[src/rtl/d8rt_pkg.sv]
package d8rt_pkg;

  // ==========================================================================
  // Geometry
  localparam int unsigned NUM_TIMERS = 2;
  localparam int unsigned CNT_W      = 8;
  localparam int unsigned PSC_SEL_W  = 3;
  localparam int unsigned PSC_CNT_W  = 7;
  localparam int unsigned DIV_W      = 2;
  localparam int unsigned IDX_W      = 3;

  // ==========================================================================
  // Timing
  localparam logic [DIV_W-1:0] DIV4_LAST = 2'h3;
  localparam logic [CNT_W-1:0] CNT_FULL  = 8'hff;

  // ==========================================================================
  // Register word indices, byte address is index * 4
  localparam logic [IDX_W-1:0] IDX_COUNT0 = 3'h0;
  localparam logic [IDX_W-1:0] IDX_COUNT1 = 3'h1;
  localparam logic [IDX_W-1:0] IDX_CTRL0  = 3'h2;
  localparam logic [IDX_W-1:0] IDX_CTRL1  = 3'h3;
  localparam logic [IDX_W-1:0] IDX_STATUS = 3'h4;
  localparam logic [IDX_W-1:0] IDX_CLEAR  = 3'h5;
  localparam logic [IDX_W-1:0] IDX_ENABLE = 3'h6;
  localparam int unsigned      IDX_LSB    = 2;

  // ==========================================================================
  // Reset values
  localparam logic [CNT_W-1:0]      COUNT_RST  = 8'h00;
  localparam logic [CNT_W-1:0]      CTRL_RST   = 8'h00;
  localparam logic [NUM_TIMERS-1:0] IRQ_RST    = 2'h0;
  localparam logic [PSC_CNT_W-1:0]  PSC_RST    = 7'h00;

  // ==========================================================================
  // Bus responses
  localparam logic [1:0] RESP_OKAY   = 2'h0;
  localparam logic [1:0] RESP_SLVERR = 2'h2;

  // ==========================================================================
  // Timer control register layout
  typedef struct packed {
    logic                 mode_hi;
    logic                 mode_lo;
    logic                 spare5;
    logic                 run;
    logic                 spare3;
    logic [PSC_SEL_W-1:0] psc;
  } d8rt_ctrl_s;

  // Buffered write request
  typedef struct packed {
    logic [IDX_W-1:0] idx;
    logic             mapped;
    logic [31:0]      data;
    logic [3:0]       strb;
  } d8rt_wreq_s;

endpackage

[src/rtl/d8rt_top.sv]
// The address map and the AXI4-Lite register port were chosen for this implementation.
`timescale 1ns/1ns
`default_nettype none

module d8rt_top #(
  parameter int unsigned ADDR_W = 8
) (
  input  wire logic                            i_clk,
  input  wire logic                            i_resetn,
  input  wire logic                            i_ce,
  input  wire logic [ADDR_W-1:0]               i_s_axi_awaddr,
  input  wire logic                            i_s_axi_awvalid,
  output logic                                 o_s_axi_awready,
  input  wire logic [31:0]                     i_s_axi_wdata,
  input  wire logic [3:0]                      i_s_axi_wstrb,
  input  wire logic                            i_s_axi_wvalid,
  output logic                                 o_s_axi_wready,
  output logic [1:0]                           o_s_axi_bresp,
  output logic                                 o_s_axi_bvalid,
  input  wire logic                            i_s_axi_bready,
  input  wire logic [ADDR_W-1:0]               i_s_axi_araddr,
  input  wire logic                            i_s_axi_arvalid,
  output logic                                 o_s_axi_arready,
  output logic [31:0]                          o_s_axi_rdata,
  output logic [1:0]                           o_s_axi_rresp,
  output logic                                 o_s_axi_rvalid,
  input  wire logic                            i_s_axi_rready,
  input  wire logic [d8rt_pkg::NUM_TIMERS-1:0] i_irq_ack,
  output logic                                 o_irq
);

  localparam int unsigned NT = d8rt_pkg::NUM_TIMERS;
  localparam int unsigned CW = d8rt_pkg::CNT_W;

  // ==========================================================================
  // Declarations
  logic                       awready_ff;
  logic                       wready_ff;
  logic                       bvalid_ff;
  logic [1:0]                 bresp_ff;
  logic                       aw_held_ff;
  logic                       w_held_ff;
  d8rt_pkg::d8rt_wreq_s       wreq_ff;
  logic                       arready_ff;
  logic                       rvalid_ff;
  logic [1:0]                 rresp_ff;
  logic [31:0]                rdata_ff;
  logic [d8rt_pkg::DIV_W-1:0] div_ff;
  logic [NT-1:0]              status_ff;
  logic [NT-1:0]              enable_ff;
  logic                       irq_ff;

  logic                       wr_fire;
  logic                       ar_fire;
  logic [d8rt_pkg::IDX_W-1:0] ar_idx;
  logic                       ar_mapped;
  logic                       tick4;
  logic [NT-1:0]              read_hold;
  logic [NT-1:0]              ovf;
  logic [NT-1:0]              clr_bits;
  logic [NT-1:0]              nxt_status;
  logic [NT*CW-1:0]           cnt_vec;
  logic [NT*CW-1:0]           ctl_vec;
  logic [31:0]                nxt_rdata;
  logic [1:0]                 nxt_rresp;

  // ==========================================================================
  // Write channel
  // Address and data may come in either order; each is held until the
  // response is taken, so only one write is ever outstanding.
  assign wr_fire = i_ce && aw_held_ff && w_held_ff && !bvalid_ff;

  always_ff @(posedge i_clk or negedge i_resetn)
  begin
    if (!i_resetn)
    begin
      awready_ff <= 1'b1;
      wready_ff  <= 1'b1;
      aw_held_ff <= 1'b0;
      w_held_ff  <= 1'b0;
      bvalid_ff  <= 1'b0;
      bresp_ff   <= d8rt_pkg::RESP_OKAY;
      wreq_ff    <= '0;
    end
    else if (i_ce)
    begin
      if (i_s_axi_awvalid && awready_ff)
      begin
        aw_held_ff     <= 1'b1;
        awready_ff     <= 1'b0;
        wreq_ff.idx    <= i_s_axi_awaddr[d8rt_pkg::IDX_LSB +: d8rt_pkg::IDX_W];
        wreq_ff.mapped <= (i_s_axi_awaddr >> (d8rt_pkg::IDX_LSB + d8rt_pkg::IDX_W)) == '0;
      end
      if (i_s_axi_wvalid && wready_ff)
      begin
        w_held_ff    <= 1'b1;
        wready_ff    <= 1'b0;
        wreq_ff.data <= i_s_axi_wdata;
        wreq_ff.strb <= i_s_axi_wstrb;
      end
      if (wr_fire)
      begin
        aw_held_ff <= 1'b0;
        w_held_ff  <= 1'b0;
        bvalid_ff  <= 1'b1;
        bresp_ff   <= (wreq_ff.mapped && wreq_ff.idx <= d8rt_pkg::IDX_ENABLE)
                      ? d8rt_pkg::RESP_OKAY : d8rt_pkg::RESP_SLVERR;
      end
      if (bvalid_ff && i_s_axi_bready)
      begin
        bvalid_ff  <= 1'b0;
        awready_ff <= 1'b1;
        wready_ff  <= 1'b1;
      end
    end
  end

  // ==========================================================================
  // Read channel
  assign ar_fire   = i_ce && i_s_axi_arvalid && arready_ff;
  assign ar_idx    = i_s_axi_araddr[d8rt_pkg::IDX_LSB +: d8rt_pkg::IDX_W];
  assign ar_mapped = (i_s_axi_araddr >> (d8rt_pkg::IDX_LSB + d8rt_pkg::IDX_W)) == '0;

  always_comb
  begin
    nxt_rdata = 32'h0000_0000;
    nxt_rresp = d8rt_pkg::RESP_OKAY;
    if (!ar_mapped)
    begin
      nxt_rresp = d8rt_pkg::RESP_SLVERR;
    end
    else
    begin
      case (ar_idx)
        d8rt_pkg::IDX_COUNT0: nxt_rdata[CW-1:0] = cnt_vec[0 +: CW];
        d8rt_pkg::IDX_COUNT1: nxt_rdata[CW-1:0] = cnt_vec[CW +: CW];
        d8rt_pkg::IDX_CTRL0:  nxt_rdata[CW-1:0] = ctl_vec[0 +: CW];
        d8rt_pkg::IDX_CTRL1:  nxt_rdata[CW-1:0] = ctl_vec[CW +: CW];
        d8rt_pkg::IDX_STATUS: nxt_rdata[NT-1:0] = status_ff;
        d8rt_pkg::IDX_CLEAR:  nxt_rdata         = 32'h0000_0000;
        d8rt_pkg::IDX_ENABLE: nxt_rdata[NT-1:0] = enable_ff;
        default:              nxt_rresp         = d8rt_pkg::RESP_SLVERR;
      endcase
    end
  end

  always_ff @(posedge i_clk or negedge i_resetn)
  begin
    if (!i_resetn)
    begin
      arready_ff <= 1'b1;
      rvalid_ff  <= 1'b0;
      rresp_ff   <= d8rt_pkg::RESP_OKAY;
      rdata_ff   <= 32'h0000_0000;
    end
    else if (i_ce)
    begin
      if (ar_fire)
      begin
        arready_ff <= 1'b0;
        rvalid_ff  <= 1'b1;
        rdata_ff   <= nxt_rdata;
        rresp_ff   <= nxt_rresp;
      end
      else if (rvalid_ff && i_s_axi_rready)
      begin
        rvalid_ff  <= 1'b0;
        arready_ff <= 1'b1;
      end
    end
  end

  // ==========================================================================
  // Common divide-by-four stage
  // Divide by four
  assign tick4 = i_ce && (div_ff == d8rt_pkg::DIV4_LAST);

  always_ff @(posedge i_clk or negedge i_resetn)
  begin
    if (!i_resetn)
    begin
      div_ff <= '0;
    end
    else if (i_ce)
    begin
      div_ff <= div_ff + 2'h1;
    end
  end

  // ==========================================================================
  // Timers
  // One counter per timer
  for (genvar gi = 0; gi < NT; gi++)
  begin : g_tmr
    logic [CW-1:0]                  cnt_ff;
    logic [CW-1:0]                  preload_ff;
    d8rt_pkg::d8rt_ctrl_s           ctl_ff;
    logic [d8rt_pkg::PSC_CNT_W-1:0] psc_ff;
    logic [d8rt_pkg::PSC_CNT_W:0]   mask;
    logic                           wr_cnt;
    logic                           wr_ctl;
    logic                           tick;

    assign wr_cnt = wr_fire && wreq_ff.mapped && wreq_ff.strb[0]
                    && (wreq_ff.idx == d8rt_pkg::IDX_COUNT0 + d8rt_pkg::IDX_W'(gi));
    assign wr_ctl = wr_fire && wreq_ff.mapped && wreq_ff.strb[0]
                    && (wreq_ff.idx == d8rt_pkg::IDX_CTRL0 + d8rt_pkg::IDX_W'(gi));

    assign read_hold[gi] = ar_fire && ar_mapped
                           && (ar_idx == d8rt_pkg::IDX_COUNT0 + d8rt_pkg::IDX_W'(gi));

    assign mask = (8'h01 << ctl_ff.psc) - 8'h01;

    assign tick = ctl_ff.run && tick4 && !read_hold[gi]
                  && ((psc_ff & mask[d8rt_pkg::PSC_CNT_W-1:0])
                      == mask[d8rt_pkg::PSC_CNT_W-1:0]);

    assign ovf[gi] = tick && (cnt_ff == d8rt_pkg::CNT_FULL);

    // Bits 7:6 are stored as written; mode is fixed in hardware
    // Run bit stored
    always_ff @(posedge i_clk or negedge i_resetn)
    begin
      if (!i_resetn)
      begin
        ctl_ff <= d8rt_pkg::CTRL_RST;
      end
      else if (i_ce && wr_ctl)
      begin
        ctl_ff <= wreq_ff.data[CW-1:0];
      end
    end

    // Restart from zero when stopped, so ratio is exact from run
    // Prescaler gated
    always_ff @(posedge i_clk or negedge i_resetn)
    begin
      if (!i_resetn)
      begin
        psc_ff <= d8rt_pkg::PSC_RST;
      end
      else if (i_ce)
      begin
        if (!ctl_ff.run)
        begin
          psc_ff <= d8rt_pkg::PSC_RST;
        end
        else if (tick4)
        begin
          psc_ff <= psc_ff + 7'h01;
        end
      end
    end

    always_ff @(posedge i_clk or negedge i_resetn)
    begin
      if (!i_resetn)
      begin
        preload_ff <= d8rt_pkg::COUNT_RST;
      end
      else if (i_ce && wr_cnt)
      begin
        preload_ff <= wreq_ff.data[CW-1:0];
      end
    end

    always_ff @(posedge i_clk or negedge i_resetn)
    begin
      if (!i_resetn)
      begin
        cnt_ff <= d8rt_pkg::COUNT_RST;
      end
      else if (i_ce)
      begin
        if (wr_cnt && !ctl_ff.run)
        begin
          cnt_ff <= wreq_ff.data[CW-1:0];
        end
        else if (ovf[gi])
        begin
          cnt_ff <= preload_ff;
        end
        else if (tick)
        begin
          cnt_ff <= cnt_ff + 8'h01;
        end
      end
    end

    assign cnt_vec[gi*CW +: CW] = cnt_ff;
    assign ctl_vec[gi*CW +: CW] = ctl_ff;
  end

  // ==========================================================================
  // Interrupt status, enable and output
  assign clr_bits = (wr_fire && wreq_ff.mapped && wreq_ff.strb[0]
                     && wreq_ff.idx == d8rt_pkg::IDX_CLEAR)
                    ? wreq_ff.data[NT-1:0] : '0;

  // An overflow in the clearing cycle survives the clear
  // Sticky, set wins
  assign nxt_status = (status_ff & ~(clr_bits | i_irq_ack)) | ovf;

  always_ff @(posedge i_clk or negedge i_resetn)
  begin
    if (!i_resetn)
    begin
      status_ff <= d8rt_pkg::IRQ_RST;
    end
    else if (i_ce)
    begin
      status_ff <= nxt_status;
    end
  end

  always_ff @(posedge i_clk or negedge i_resetn)
  begin
    if (!i_resetn)
    begin
      enable_ff <= d8rt_pkg::IRQ_RST;
    end
    else if (i_ce && wr_fire && wreq_ff.mapped && wreq_ff.strb[0]
             && wreq_ff.idx == d8rt_pkg::IDX_ENABLE)
    begin
      enable_ff <= wreq_ff.data[NT-1:0];
    end
  end

  always_ff @(posedge i_clk or negedge i_resetn)
  begin
    if (!i_resetn)
    begin
      irq_ff <= 1'b0;
    end
    else if (i_ce)
    begin
      irq_ff <= |(nxt_status & enable_ff);
    end
  end

  // ==========================================================================
  // Outputs
  assign o_s_axi_awready = awready_ff;
  assign o_s_axi_wready  = wready_ff;
  assign o_s_axi_bvalid  = bvalid_ff;
  assign o_s_axi_bresp   = bresp_ff;
  assign o_s_axi_arready = arready_ff;
  assign o_s_axi_rvalid  = rvalid_ff;
  assign o_s_axi_rresp   = rresp_ff;
  assign o_s_axi_rdata   = rdata_ff;
  assign o_irq           = irq_ff;

endmodule // d8rt_top

`default_nettype wire

[config.mk]
export PLATFORM = sky130hd
export DESIGN_NAME = d8rt_top
export DESIGN_NICKNAME = d
export VERILOG_FILES = /design/src/rtl/d8rt_pkg.sv /design/src/rtl/d8rt_top.sv
export SDC_FILE = /design/constraint.sdc
export NUM_CORES = 1
export LEC_CHECK = 0
export ABC_CLOCK_PERIOD_IN_PS = 5500
export BUFFER_PORTS_ARGS = -buffer_cell sky130_fd_sc_hd__buf_2
export CORE_MARGIN = 3
export CORE_UTILIZATION = 60
export CTS_BUF_LIST = sky130_fd_sc_hd__clkbuf_8
export DETAILED_ROUTE_END_ITERATION = 10
export HOLD_SLACK_MARGIN = 0.06
export PLACE_DENSITY = 0.91
export SYNTH_ARGS = -nofsm -noshare
export SYNTH_HDL_FRONTEND = slang
export SYNTH_SLANG_ARGS = --single-unit
export TNS_END_PERCENT = 10
[constraint.sdc]
create_clock -name i_clk -period 5.5 [get_ports i_clk]
set_input_delay 0.825 -clock i_clk [delete_from_list [all_inputs] [get_ports i_clk]]
set_output_delay 0.825 -clock i_clk [all_outputs]
set_load 0.02 [all_outputs]
==> flow_metrics.py, run 1 <==
metrics = {
    "global_routing": {
        "grt_max_degree": 68,
        "antenna_found_initial": 0,
        "grt_pass1_vias": 4017,
        "grt_pass1_wl_um": 19200,
        "gr-total-overflow": 0,
        "groute.usage.overall_pct": 24.23,
    },
    "detailed_routing": {
        "postRouteAntennaNets": 0,
        "dr.pass1.iters": 5,
        "viasPerCell": 6.317,
        "drtIter0Drc": 300,
        "routed_wire_length_per_instance_um": 17.74,
        "routed_wl_um": 11520,
        "drc": 0,
        "num_vias": 4100,
    },
    "synthesis": {
        "synthFlopType": "dfrtp_1",
        "seq_area_frac_synth_pct": 47.30,
        "syn_inst": 503,
        "synthArstFlopShare_pct": 100.0,
        "avgSynthCellArea_um2": 10.43,
        "synth_warnings": 0,
        "synth_cell_types": 61,
        "synth_seq_cells": 99,
        "synthTopCellsByArea": "dfrtp_1, mux2_2, nand2_1, buf_4, mux4_2",
        "synth_edf_count": 0,
        "synth_area_um2": 5245,
        "synth_top_area_share_pct": 45.80,
        "netlist.top_cell.by_area": "dfrtp_1",
    },
    "clock_tree": {
        "tritoncts": "built",
        "cts_sinks": 99,
        "cts_resized": 0,
        "h-tree-depth": 3,
        "cts_setup_buffers": 0,
        "cts_hold_buf": 0,
        "cts_buffers": 9,
        "cts.reportedPaths.clkPinSlew_ns": 0.09,
        "clock_path_buffers": 2,
        "insertion_delay_ns": 0.37,
        "cts_root_buffer": "clkbuf_8",
    },
    "floorplanning": {
        "core_area_um2": 8341,
        "die_y_um": 99.50,
        "io_pins": 104,
        "initial_core_util_pct": 62.89,
        "fp.dieW_um": 99.50,
        "placementRows": 33,
        "die_area_um2": 9899,
    },
    "timing": {
        "max_freq_mhz": 335.3,
        "finalCritPeriodShare_pct": 54.23,
        "worst_pin_slew_ns": 0.8681,
        "rsz0062_at_grt": "no",
        "fin_worst_skew_ns": 0.009380,
        "whs_ns": 0.3864,
        "setup_viol": 0,
        "max_slew_margin_pct": 41.81,
        "slew_viol_final": 0,
        "final_hold_viol_count": 0,
        "period_minus_slack_ns": 2.983,
        "tns_ns": 0,
    },
    "critical_path": {
        "path_class": "primary input to flop",
        "timing.critical_path.fanout_max": 47,
        "critPathRequiredTime_ns": 5.76,
        "cp.arrival_ns": 3.24,
        "critPathLaunchType": "primary input",
        "path_buf_inv": 2,
        "slowest_stage": "nor2b_1",
        "crit_family": "simple AND/OR/NAND/NOR gates",
        "max_stage_delay_ns": 0.61,
        "crit_path_end_kind": "flop",
        "path_cells": "buf_2 > nand4b_4 > nor4b_2 > buf_4 > nor2b_1 > nor3_1 > a211oi_1",
    },
    "power": {
        "p_leak_nw": 2.699,
        "power_density_nw_per_um2": 320.6,
        "ir_drop_mv": 0.2834,
    },
    "final_layout": {
        "fin_area_um2": 5649,
        "syn2layout_area_growth_pct": 7.705,
        "antenna_cells": 0,
        "layout-drive-gt1-share_pct": 25.00,
        "n_fill_cell": 626,
        "nets": 606,
    },
    "placement": {
        "post_dp_cell_area_um2": 5439,
        "io_buffers": 46,
        "gp_congestion": 0.8869,
        "dp_hpwl_um": 8069,
    },
    "flow_run": {
        "max_cap_violations": 0,
    },
    "run_status": {
        "status": "complete, no violations",
    },
    "hold_path": {
        "min_path_type": "primary input to asynchronous set/reset pin",
    },
}
[routing by layer]
metal / up-vias / track usage, % / share of wire (%)
met5: - / 0 / 0
met1: 2032 / 32.66 / 40
met2: 206 / 39.36 / 49
met4: 0 / 8.508 / 1.6
li1: 1842 / - / -
met3: 20 / 4.909 / 8.7
[path summary, 6_finish.rpt]
path	startpoint	to	slack, ns	cells after the start
max	i_ce	g_tmr[0].cnt_ff[3]	2.52	7
min	i_resetn	o_s_axi_rdata[7]	0.39	1
max in group asynchronous	i_resetn	g_tmr[1].cnt_ff[5]	3.94	2
min in group i_clk	o_s_axi_rdata[3]	o_s_axi_rdata[3]	0.48	2
min reg2reg	o_s_axi_rdata[3]	o_s_axi_rdata[3]	0.48	2
max reg2reg	div_ff[0]	g_tmr[1].cnt_ff[2]	2.77	6
[cell usage after synthesis (6+ instances only)]
library cell  instances
mux2_2               53
clkbuf_1             12
buf_4                26
nor2_1               23
inv_1                24
o22ai_1               6
nand4_1              12
dfrtp_1              96
a21oi_1              13
mux2i_1              10
o21ai_0              28
nand3_1              20
nor3_1                7
mux4_2                7
nand2_1              65
and3_1                9
[cell families (layout without fill, tap and decap cells)]
family                     Yosys count  after routing  share of synthesized area (%)
AOI/OAI and AO/OA                   94             94                          12.21
and+or+nand+nor                    157            157                          14.93
adders and majority gates            5              5                          1.193
muxes                               70             70                          16.29
buffers and inverters               72             88                          7.156
xor gates and xnor gates             5              5                         0.8349
DFF                                 99             99                          47.30
other                                1             26                        0.07150
[sequential cells by signal, indices dropped and copies added (netlist names), 2 cells and up]
signal and cells:
g_tmr.preload_ff 16, o_s_axi_rdata 8, div_ff 2, g_tmr.cnt_ff 16
wreq_ff 13, enable_ff 2, ctl_vec 16, status_ff 2
g_tmr.psc_ff 14
[report_power, final]
part / internal (mW) / switching (mW)
logic: 0.146 / 0.153
clock network: 0.252 / 0.247
registers: 0.839 / 0.173
[layout by cell type, fill, tap and decap left out, types with 4 or more instances in the layout]
| master | count |
|---|---|
| mux2_2 | 53 |
| buf_2 | 45 |
| mux4_2 | 7 |
| nand4_1 | 12 |
| nor3_1 | 7 |
| xor2_1 | 4 |
| o22ai_1 | 6 |
| inv_1 | 27 |
| a21o_1 | 4 |
| nand2_1 | 65 |
| nor2_1 | 23 |
| ha_1 | 5 |
| clkbuf_8 | 9 |
| o21ai_0 | 28 |
| a31oi_1 | 5 |
| dfrtp_1 | 96 |
| a21oi_1 | 13 |
| mux2i_1 | 10 |
| a211oi_1 | 5 |
| and3_1 | 9 |
| conb_1 | 26 |
| nand3_1 | 20 |
| a21boi_0 | 5 |
[layout make-up]
cell class	instances	area, um^2	area share (%)
clock buffers	9	123.9	2.193
clock inverters	7	86.33	1.528
inverters	24	90.09	1.595
multi-input cells	357	2489	44.05
flip-flops and latches	99	2481	43.92
well taps	105	131.4	2.326
repair buffers	48	247.7	4.385
[metrics by stage]
stage / worst slack [ns] / power, mW / util (%) / std cells
2_1_floorplan: 3.106 / 1.207 / - / 528
3_5_place_dp: 2.174 / 1.316 / 65.21 / 633
4_1_cts: 2.563 / 1.813 / 67.73 / 649
3_3_place_gp: 2.247 / 1.287 / 65.21 / 633
5_1_grt: 2.341 / 1.894 / 67.73 / 649
6_report: 2.517 / 1.811 / 67.73 / 649
Power figures use the tool's default switching activity.
==> run 2: changes to the inputs <==
Settings changed: ABC_CLOCK_PERIOD_IN_PS 5500 to 2400, CORE_UTILIZATION 60 to 52, PLACE_DENSITY 0.91 to 0.84.
Clock period 5.5 ns to 2.4 ns, I/O delays scaled along.
==> run 2 against run 1 <==
  * Hold slack got worse by 0.21 ns
  * Largest cell class unchanged
  * Sequential power rose by 130%
  * Power rose by 130%
  * Critical path depth fell by 1
==> flow_metrics.py, run 2 (synthesis gave the netlist of run 1 again) <==
metrics = {
    "critical_path": {
        "critPathLaunchType": "flop",
        "cp.arrival_ns": 2.38,
        "crit_path_end_kind": "flop",
        "slowest_stage": "dfrtp_1",
        "crit_family": "simple AND/OR/NAND/NOR gates",
        "cp-startpoint": "g_tmr[0].cnt_ff[2]",
        "timing.critical_path.fanout_max": 11,
        "max_stage_delay_ns": 0.45,
        "path_class": "flop to flop",
        "path_buf_inv": 0,
        "r2r_start": "g_tmr[0].cnt_ff[2]",
        "critPathRequiredTime_ns": 2.66,
        "path_cells": "and3_1 > and3_1 > and3_1 > mux2_2 > mux2i_1 > o21ai_0",
        "crit_path_frequent_cell": "and3_1",
    },
    "hold_path": {
        "worstHoldStart": "i_s_axi_awaddr[7]",
        "min_path_type": "primary input to flop",
    },
    "timing": {
        "tns_ns": 0,
        "period_minus_slack_ns": 2.118,
        "setup_viol": 0,
        "rsz0062_at_grt": "no",
        "finalCritPeriodShare_pct": 88.24,
        "slew_viol_final": 0,
        "max_slew_margin_pct": 63.56,
        "final_hold_viol_count": 0,
        "fin_worst_skew_ns": 0.01194,
        "whs_ns": 0.1728,
        "worst_pin_slew_ns": 0.5466,
        "max_freq_mhz": 472.2,
    },
    "global_routing": {
        "grt_max_degree": 41,
        "antenna_found_initial": 0,
        "gr-total-overflow": 0,
        "groute.usage.overall_pct": 21.48,
        "grt_pass1_wl_um": 19360,
        "grt_pass1_vias": 3937,
    },
    "placement": {
        "gp_congestion": 0.8428,
        "dp_hpwl_um": 8460,
        "io_buffers": 46,
    },
    "final_layout": {
        "layout_commonest_cell": "dfrtp_1",
        "final_cell_mix": "dfrtp_1, nand2_1, mux2_2",
        "layout-drive-gt1-share_pct": 27.50,
        "antenna_cells": 0,
        "syn2layout_area_growth_pct": 10.90,
        "nets": 622,
    },
    "clock_tree": {
        "h-tree-depth": 3,
        "cts_resized": 0,
        "tritoncts": "built",
        "cts_hold_buf": 1,
        "cts_root_buffer": "clkbuf_8",
        "cts_sinks": 99,
        "insertion_delay_ns": 0.37,
        "cts.reportedPaths.clkPinSlew_ns": 0.10,
        "cts_setup_buffers": 0,
        "cts_buffers": 9,
        "clock_path_buffers": 2,
    },
    "detailed_routing": {
        "num_vias": 4031,
        "routed_wire_length_per_instance_um": 16.88,
        "drtIter0Drc": 251,
        "routed_wl_um": 11700,
        "drc": 0,
        "postRouteAntennaNets": 0,
        "dr.pass1.iters": 6,
        "viasPerCell": 5.817,
    },
    "floorplanning": {
        "core_area_um2": 9774,
        "io_pins": 104,
        "die_area_um2": 11330,
        "initial_core_util_pct": 53.66,
        "fp.dieW_um": 106.4,
        "placementRows": 36,
        "die_y_um": 106.4,
    },
    "flow_run": {
        "max_cap_violations": 0,
    },
    "power": {
        "ir_drop_mv": 0.6885,
        "power_density_nw_per_um2": 714.8,
        "p_leak_nw": 2.778,
        "finalPower_mw": 4.158,
    },
    "run_status": {
        "status": "complete, no violations",
    },
}
==> run 2: cell types whose count changed in the layout (fill, tap and decap cells not counted), sizes merged <==
cell and delta:
buf +15, clkinv +2, clkinvlp -1, bufinv -1
dlygate4sd3 +1
==> run 2: area by class of cell <==
| cell class | count | area [um^2] |
|---|---|---|
| Clock inverter | 7 | 83.83 |
| Timing Repair Buffer | 64 | 382.9 |
| Sequential cell | 99 | 2481 |
| Multi-Input combinational cell | 357 | 2489 |
| Clock buffer | 9 | 123.9 |
| Fill cell | 790 | 3958 |
| Tap cell | 133 | 166.4 |
| Inverter | 24 | 90.09 |
==> run 2: stage by stage <==
step / setup WS [ns] / instance area, um^2 / instances / utilization (%)
finish: 0.2823 / 5817 / 693 / 59.51
global route: 0.1370 / 5817 / 693 / 59.51
CTS: 0.2923 / 5817 / 693 / 59.51
detailed placement: 0.1499 / 5599 / 676 / 57.28
global placement: 0.2474 / 5599 / 676 / 57.28
floorplan: 0.2863 / 5339 / 528 / -
==> run 2: routing by layer <==
metal,global-route usage (%),part of all wire [%],routed length (um),vias up
met2,36.61,49,5749,182
met5,0,0,0,-
li1,-,-,-,1873
met4,6.027,1.3,156,0
met1,28.82,42,4857,1959
met3,3.097,8.0,932,17
==> run 2: path summary, 6_finish.rpt <==
check	end	slack (ns)	depth (start not counted)
min in group asynchronous	o_s_axi_rdata[7]	0.51	2
worst min-delay path	wreq_ff[36]	0.17	2
worst max register to register	g_tmr[0].cnt_ff[1]	0.28	6
worst max-delay path	g_tmr[0].cnt_ff[1]	0.28	6
max in group asynchronous	o_s_axi_arready	1.20	3
worst min register to register	o_s_axi_rdata[5]	0.48	2
==> run 2: power breakdown <==
group          total (mW)  switching [mW]  internal (mW)
Sequential           2.31           0.389           1.92
Clock                1.13           0.628          0.500
Combinational       0.719           0.365          0.353
